## src/inc/rpdi_pkg.sv

```systemverilog
`default_nettype none
package rpdi_pkg;
	localparam int          RPDI_DIBIT_W    = 2;
	localparam int          RPDI_NIB_W      = 4;
	localparam int          RPDI_SLOW_HOLD  = 10;
	localparam int          RPDI_WIN_BITS   = 10;
	localparam int          RPDI_ZERO_GAP   = 2;
	localparam logic [1:0]  RPDI_IDLE_DIBIT = 2'h0;
	localparam logic [9:0]  RPDI_WIN_IDLE   = 10'h3ff;

	typedef enum logic [1:0] {
		RPDI_ST_IDLE,
		RPDI_ST_WAIT,
		RPDI_ST_DATA,
		RPDI_ST_DRAIN
	} rpdi_state_e;
endpackage
`default_nettype wire

```

## src/rtl/rpdi_sync.sv

```systemverilog
`default_nettype none
module rpdi_sync #(
	parameter int W = 1
) (
	input  wire logic         clk_sys,
	input  wire logic         rst_b,
	input  wire logic [W-1:0] d,
	output var  logic [W-1:0] q
);
	logic [W-1:0] meta_reg;

	always_ff @(posedge clk_sys or negedge rst_b)
	begin
		if (!rst_b)
		begin
			meta_reg <= '0;
			q        <= '0;
		end
		else
		begin
			meta_reg <= d;
			q        <= meta_reg;
		end
	end
endmodule
`default_nettype wire

```

## src/rtl/rpdi_phy.sv

```systemverilog
`default_nettype none
// Function
// - both data paths are two bits wide, at 10 and 100 Mb/s.
// - each transmit di-bit is taken on every reference cycle with enable high at 100 Mb/s, every tenth cycle at 10.
// - transmit data is ignored while enable is low; idle is 00.
// - carrier sense rises as soon as carrier is seen, not waiting for a reference edge.
// - carrier is squelch at 10 Mb/s, two non-adjacent zeroes in ten bits at 100.
// - carrier sense falls only on a reference tick at a nibble boundary, never between a nibble's two di-bits.
// - leftover bits after carrier make carrier sense toggle per nibble half.
// - on false carrier, carrier sense stays high while carrier lasts.
// - receive data shows 00 after carrier sense rises until decoded data arrives.
// - receive data changes only on reference edges, two bits per cycle at 100 Mb/s, per ten cycles at 10.
// - receive data is 00 while carrier sense is low, except in the drain state, where leftover first di-bits show.
// - receive error is raised at least one reference period on an error detected while the state is not idle.
module rpdi_phy
	import rpdi_pkg::*;
#(
	parameter int HOLD_CYCLES = rpdi_pkg::RPDI_SLOW_HOLD
) (
	input  wire logic                              clk_sys,
	input  wire logic                              rst_b,
	input  wire logic                              reference_clock_input,
	input  wire logic                              rmii_tx_en,
	input  wire logic [rpdi_pkg::RPDI_DIBIT_W-1:0] rmii_txd,
	output var  logic [rpdi_pkg::RPDI_DIBIT_W-1:0] rmii_rxd,
	output var  logic                              rmii_crs_dv,
	output var  logic                              rmii_rx_er,
	input  wire logic                              speed_100,
	input  wire logic                              squelch_pass,
	input  wire logic                              rx_line_bit,
	input  wire logic                              rx_line_bit_valid,
	input  wire logic                              false_carrier,
	input  wire logic [rpdi_pkg::RPDI_NIB_W-1:0]   rx_nib,
	input  wire logic                              rx_nib_valid,
	output var  logic                              rx_nib_ready,
	input  wire logic                              rx_code_err,
	output var  logic [rpdi_pkg::RPDI_DIBIT_W-1:0] tx_dibit,
	output var  logic                              tx_dibit_valid
);
	localparam int                DIVW     = $clog2(HOLD_CYCLES);
	localparam logic [DIVW-1:0]   DIV_LAST = DIVW'(HOLD_CYCLES - 1);

	typedef struct packed {
		rpdi_state_e               state;
		logic                      ref_prev;
		logic [DIVW-1:0]           div;
		logic                      phase;
		logic [RPDI_NIB_W-1:0]     nib;
		logic                      nib_full;
		logic                      nib_ready;
		logic                      err_pend;
		logic [RPDI_WIN_BITS-1:0]  win;
		logic                      crs_dv;
		logic [RPDI_DIBIT_W-1:0]   rxd;
		logic                      rx_er;
		logic [RPDI_DIBIT_W-1:0]   tx_dibit;
		logic                      tx_valid;
	} rpdi_reg_s;

	rpdi_reg_s                 st_reg;
	rpdi_reg_s                 st_next;
	logic                      ref_s;
	logic                      tx_en_s;
	logic [RPDI_DIBIT_W-1:0]   txd_s;
	logic                      squelch_s;
	logic                      ref_rise;
	logic                      ref_fall;
	logic                      tick;
	logic                      tx_take;
	logic                      carrier;
	logic                      load;
	logic                      consume;

	rpdi_sync #(
		.W(RPDI_DIBIT_W + 3)
	) u_sync (
		.clk_sys (clk_sys),
		.rst_b   (rst_b),
		.d       ({reference_clock_input, rmii_tx_en, rmii_txd, squelch_pass}),
		.q       ({ref_s, tx_en_s, txd_s, squelch_s})
	);

	function automatic logic split_zeroes(input logic [RPDI_WIN_BITS-1:0] w);
		logic hit;
		hit = 1'b0;
		for (int i = 0; i < RPDI_WIN_BITS; i++)
			for (int j = i + RPDI_ZERO_GAP; j < RPDI_WIN_BITS; j++)
				if (!w[i] && !w[j])
					hit = 1'b1;
		return hit;
	endfunction

	assign ref_rise = ref_s && !st_reg.ref_prev;
	assign ref_fall = !ref_s && st_reg.ref_prev;
	// one di-bit slot per reference edge at 100, per ten edges at 10
	assign tick     = ref_rise && (speed_100 || st_reg.div == DIV_LAST);
	// mid-cycle sample keeps clear of the far side's launch edge
	assign tx_take  = ref_fall && (speed_100 || st_reg.div == '0) && tx_en_s;
	assign carrier  = speed_100 ? split_zeroes(st_reg.win) : squelch_s;

	always_comb
	begin
		st_next          = st_reg;
		load             = rx_nib_valid && st_reg.nib_ready;
		consume          = 1'b0;
		st_next.ref_prev = ref_s;
		st_next.tx_valid = 1'b0;
		if (ref_rise)
			st_next.div = (st_reg.div == DIV_LAST) ? '0 : DIVW'(st_reg.div + 1'b1);
		if (rx_line_bit_valid)
			st_next.win = {st_reg.win[RPDI_WIN_BITS-2:0], rx_line_bit};
		if (tx_take)
		begin
			st_next.tx_valid = 1'b1;
			st_next.tx_dibit = txd_s;
		end
		if (rx_code_err)
			st_next.err_pend = 1'b1;
		if (tick)
		begin
			st_next.rx_er    = st_reg.err_pend && st_reg.state != RPDI_ST_IDLE;
			st_next.err_pend = rx_code_err;
		end
		if (st_reg.state == RPDI_ST_IDLE)
		begin
			if (carrier)
			begin
				st_next.crs_dv = 1'b1;
				st_next.rxd    = RPDI_IDLE_DIBIT;
				st_next.phase  = 1'b0;
				st_next.state  = RPDI_ST_WAIT;
			end
		end
		else if (tick)
		begin
			unique case (st_reg.state)
				RPDI_ST_WAIT:
				begin
					if (!carrier)
					begin
						st_next.crs_dv = 1'b0;
						st_next.state  = RPDI_ST_IDLE;
					end
					else if (st_reg.nib_full)
					begin
						st_next.rxd   = st_reg.nib[1:0];
						st_next.phase = 1'b1;
						st_next.state = RPDI_ST_DATA;
					end
				end
				RPDI_ST_DATA:
				begin
					if (st_reg.phase)
					begin
						st_next.rxd   = st_reg.nib[3:2];
						st_next.phase = 1'b0;
						consume       = 1'b1;
					end
					else if (carrier)
					begin
						st_next.rxd   = st_reg.nib_full ? st_reg.nib[1:0] : RPDI_IDLE_DIBIT;
						st_next.phase = st_reg.nib_full;
					end
					else if (st_reg.nib_full && !false_carrier)
					begin
						st_next.crs_dv = 1'b0;
						st_next.rxd    = st_reg.nib[1:0];
						st_next.phase  = 1'b1;
						st_next.state  = RPDI_ST_DRAIN;
					end
					else
					begin
						st_next.crs_dv = 1'b0;
						st_next.rxd    = RPDI_IDLE_DIBIT;
						st_next.state  = RPDI_ST_IDLE;
					end
				end
				RPDI_ST_DRAIN:
				begin
					if (st_reg.phase)
					begin
						st_next.crs_dv = 1'b1;
						st_next.rxd    = st_reg.nib[3:2];
						st_next.phase  = 1'b0;
						consume        = 1'b1;
					end
					else if (st_reg.nib_full)
					begin
						st_next.crs_dv = 1'b0;
						st_next.rxd    = st_reg.nib[1:0];
						st_next.phase  = 1'b1;
					end
					else
					begin
						st_next.crs_dv = 1'b0;
						st_next.rxd    = RPDI_IDLE_DIBIT;
						st_next.state  = RPDI_ST_IDLE;
					end
				end
				default:
				begin
					st_next.state = RPDI_ST_IDLE;
				end
			endcase
		end
		if (load)
			st_next.nib = rx_nib;
		st_next.nib_full  = load || (st_reg.nib_full && !consume);
		st_next.nib_ready = !st_next.nib_full;
	end

	always_ff @(posedge clk_sys or negedge rst_b)
	begin
		if (!rst_b)
		begin
			st_reg           <= '0;
			st_reg.state     <= RPDI_ST_IDLE;
			st_reg.win       <= RPDI_WIN_IDLE;
			st_reg.nib_ready <= 1'b1;
		end
		else
		begin
			st_reg <= st_next;
		end
	end

	assign rmii_rxd       = st_reg.rxd;
	assign rmii_crs_dv    = st_reg.crs_dv;
	assign rmii_rx_er     = st_reg.rx_er;
	assign rx_nib_ready   = st_reg.nib_ready;
	assign tx_dibit       = st_reg.tx_dibit;
	assign tx_dibit_valid = st_reg.tx_valid;
endmodule
`default_nettype wire

```

## config.mk

```make
export PLATFORM = sky130hd
export DESIGN_NAME = rpdi_phy
export DESIGN_NICKNAME = d
export VERILOG_FILES = /design/src/inc/rpdi_pkg.sv /design/src/rtl/rpdi_sync.sv /design/src/rtl/rpdi_phy.sv
export SDC_FILE = /design/constraint.sdc
export NUM_CORES = 1
export LEC_CHECK = 0
export BUFFER_PORTS_ARGS = -buffer_cell sky130_fd_sc_hd__buf_4
export CELL_PAD_IN_SITES_DETAIL_PLACEMENT = 1
export CELL_PAD_IN_SITES_GLOBAL_PLACEMENT = 1
export CORE_ASPECT_RATIO = 0.7
export CORE_MARGIN = 3
export CORE_UTILIZATION = 47
export CTS_BUF_LIST = sky130_fd_sc_hd__clkbuf_4 sky130_fd_sc_hd__clkbuf_8 sky130_fd_sc_hd__clkbuf_16
export CTS_CLUSTER_DIAMETER = 50
export CTS_CLUSTER_SIZE = 16
export DETAILED_ROUTE_END_ITERATION = 8
export PLACE_DENSITY = 0.92
export SLEW_MARGIN = 20
export SYNTH_ARGS = -nofsm -noshare
export SYNTH_HDL_FRONTEND = slang
export SYNTH_HIERARCHICAL = 1
export SYNTH_SLANG_ARGS = --single-unit
```

## constraint.sdc

```tcl
create_clock -name clk_sys -period 4.34 [get_ports clk_sys]
set_input_delay 0.217 -clock clk_sys [delete_from_list [all_inputs] [get_ports clk_sys]]
set_output_delay 0.217 -clock clk_sys [all_outputs]
set_load 0.005 [all_outputs]
```

==> metrics.txt <==
Hold Crit Class in2reg; most frequent cells in the layout dfrtp_1 (31), buf_4 (24), mux2_2 (16), nand2_1 (11), dfstp_2 (11); Num CTS Buffers 5; clk root buf clkbuf_8; Sink Count 42; Post-Route WL around 5000 um; FF+latch count, synth 42; metal2 WL between 2000 and 3000 um; slew at the pin closest to its max-slew limit between 0.7 and 0.8 ns; Tot GR Track Use between 20 and 25%; vias per inst approximately 6.0; CP Data Arrival Time approximately 2.5 ns; final hold vios 0; max reg flops 24; Crit Path Class reg2reg; TritonCTS clock tree built; number of top-level pins 25; crit-path max FO 7; first-pass GRT wire length 8180 um; P&R area growth vs syn 15.2%; Worst path slowest cell dfrtp_1; final worst setup slack 2.04 ns; initial antenna violation count 0; CTS resizes 0; Met3 Routed Length about 290 um; met1 wire length around 2100 um; Comb power frac 30.7%; Synth area leader dfrtp_1; WL/cell 19.8 um; final net count 219; synthesized instance count 173; Worst setup SP type register; crit share post-route roughly 53%; share of total power in sequential cells 49.4%; switching power share of the total a little over a third; vias in the first global route around 1,600; Final setup viols 0; global route overflow 0; clk buf depth 2; antenna diode count 0; post-synth top area share roughly two fifths; f_max about 430 MHz; Clock power frac 19.9%; Die Y between 60 and 70 um; Unique masters post-synth 45; Final min period about 2.3 ns; CP Data Required Time around 4.6 ns; Post-Place Cells ~240; Final HPWL DP around 3600 um; Mapped Nets between 150 and 200; post-layout util just under 60%; Net Switching between 0.4 and 0.5 mW; Max Cap Viol 0; commonest non-fill, non-tap cell in the layout dfrtp_1; outcome complete, no violations; initial cell density of the core about half; count of input and output buffers 24; sequential share of the synthesized area a little over half; DRC 0; ys async rst share 100%; RSZ-0062 raised after global routing no; Int Power 0.850 mW; slew margin rel. 52.1%; Avg Inst Size Synth approximately 12 um2; Final Skew between 0.015 and 0.02 ns; largest net degree at the start of global routing 43; Worst Setup End Kind register; Std-Cell Core Area 0.00402 mm2; Post-Layout Cell Count 250; Synth Flop Type dfrtp_1; Max VDD drop approximately 0.42 mV; number of flops mapped to enable cells by yosys 0; row cnt 19; Clk pin slew, worst setup/hold paths about 0.09 ns; post-route setup TNS 0 ns; fin. max-slew vios 0; Synth area leaders dfrtp_1 (39%), dfstp_2 (14%), mux2_2 (9.0%), ha_1 (3.1%), nand2_1 (2.1%); post-CTS setup buffer count 0; total number of vias between 1,000 and 1,500; CP max stage delay about 0.44 ns; die area around 0.0051 mm2; Mapped Area 0.00201 mm2; top layer in use met4; Power Density around 570 mW/mm2; DRT iter0 DRCs approximately 110; Post-DRT Antenna Nets 0; drt pass-1 iters 4; Ys Warns 6; CTS H-Tree Depth 2; Lkg Pwr between 0.9 and 1 nW; Final GP Congestion 0.869; cells along the critical path inv_1 > ha_1 > nor2_1 > a2111oi_0 > nand3_1 > a32oi_1 > mux2i_1; Clk Latency, worst-skew pair between 0.3 and 0.4 ns; layout cells sized above 1 ~32%; Place WS between 2 and 2.5 ns; die width roughly 84 um
path summary, 6_finish.rpt:
kind	startpoint	depth (start not counted)	slack, ns	to
worst max register to register	st_reg[31]	7	2.04	st_reg[24]
worst min-delay path	reference_clock_input	1	0.02	u_sync/meta_reg[4]
worst max-delay path	st_reg[31]	7	2.04	st_reg[24]
worst min register to register	u_sync/meta_reg[2]	0	0.36	u_sync/q[2]
min in group asynchronous	rst_b	2	0.42	st_reg[17]
max in group asynchronous	rst_b	2	3.53	st_reg[13]
synth_stat cells, types with 2 or more instances:
cell type,count
nor2b_1,4
ha_1,5
a211oi_1,3
a31oi_1,2
a21o_1,3
o21bai_1,2
and2_1,2
a22o_1,2
mux2i_1,2
dfrtp_1,31
buf_4,4
nand4_1,2
nor3_1,2
a41oi_1,2
nor2_1,10
clkbuf_1,4
a22oi_1,3
o21ai_0,8
nand2_1,11
dfstp_2,11
a21oi_1,4
o22ai_1,2
inv_1,10
nand3_1,5
a32o_1,2
a2111oi_0,3
mux2_2,16
per-layer routing:
layer | up-vias | global-route usage, %
met1 | 762 | 25.8
met3 | 5 | 5.83
li1 | 681 | -
met5 | - | 0
met4 | 0 | 6.88
met2 | 45 | 38.7
what timing repair did:
item | 4_1_cts | 5_1_grt
endpoints found under the hold margin | 31 | 0
setup endpoints to repair | 0 | 0
hold buffers | 1 | 0
cell families (layout without fill, tap and decap cells):
kind of cell    Yosys count  in the layout  synth area share [%]
compound gates           45             45                  17.8
simple gates             43             43                  11.1
flops                    42             42                  53.0
mux                      18             18                  9.96
buf+inv                  18             43                  4.11
fa+ha+maj                 5              5                  3.11
xor+xnor                  2              2                 0.872
final cells by class:
class / instances / area [um2]
Fill cell: 431 / 1700
Timing Repair Buffer: 25 / 190
Tap cell: 52 / 65.1
Inverter: 10 / 37.5
Sequential cell: 42 / 1060
Clock buffer: 6 / 82.6
Multi-Input combinational cell: 113 / 862
Clock inverter: 2 / 12.5
metrics by stage:
step	area (um2)	power [mW]	hold WS (ns)
3_5_place_dp	2210	1.06	0.225
4_1_cts	2310	1.33	0.0179
2_1_floorplan	2010	0.909	-0.0786
6_report	2310	1.33	0.0215
3_3_place_gp	2210	1.00	0.217
5_1_grt	2310	1.41	0.00800
critical path, delay by kind of cell (launching register included):
| family | cells | cell delay [ns] |
|---|---|---|
| AOI/OAI and AO/OA | 2 | 0.80 |
| adders and majority gates | 1 | 0.35 |
| buffers and inverters | 1 | 0.16 |
| DFF | 1 | 0.44 |
| muxes | 1 | 0.22 |
| and+or+nand+nor | 2 | 0.24 |
power groups by stage:
stage	Sequential (mW)	Combinational (mW)	Clock [mW]
floorplan	0.609	0.299	0
global placement	0.639	0.366	0
detailed placement	0.660	0.403	0
CTS	0.653	0.409	0.269
global route	0.673	0.450	0.290
finish	0.656	0.408	0.264
Power figures use the tool's default switching activity.
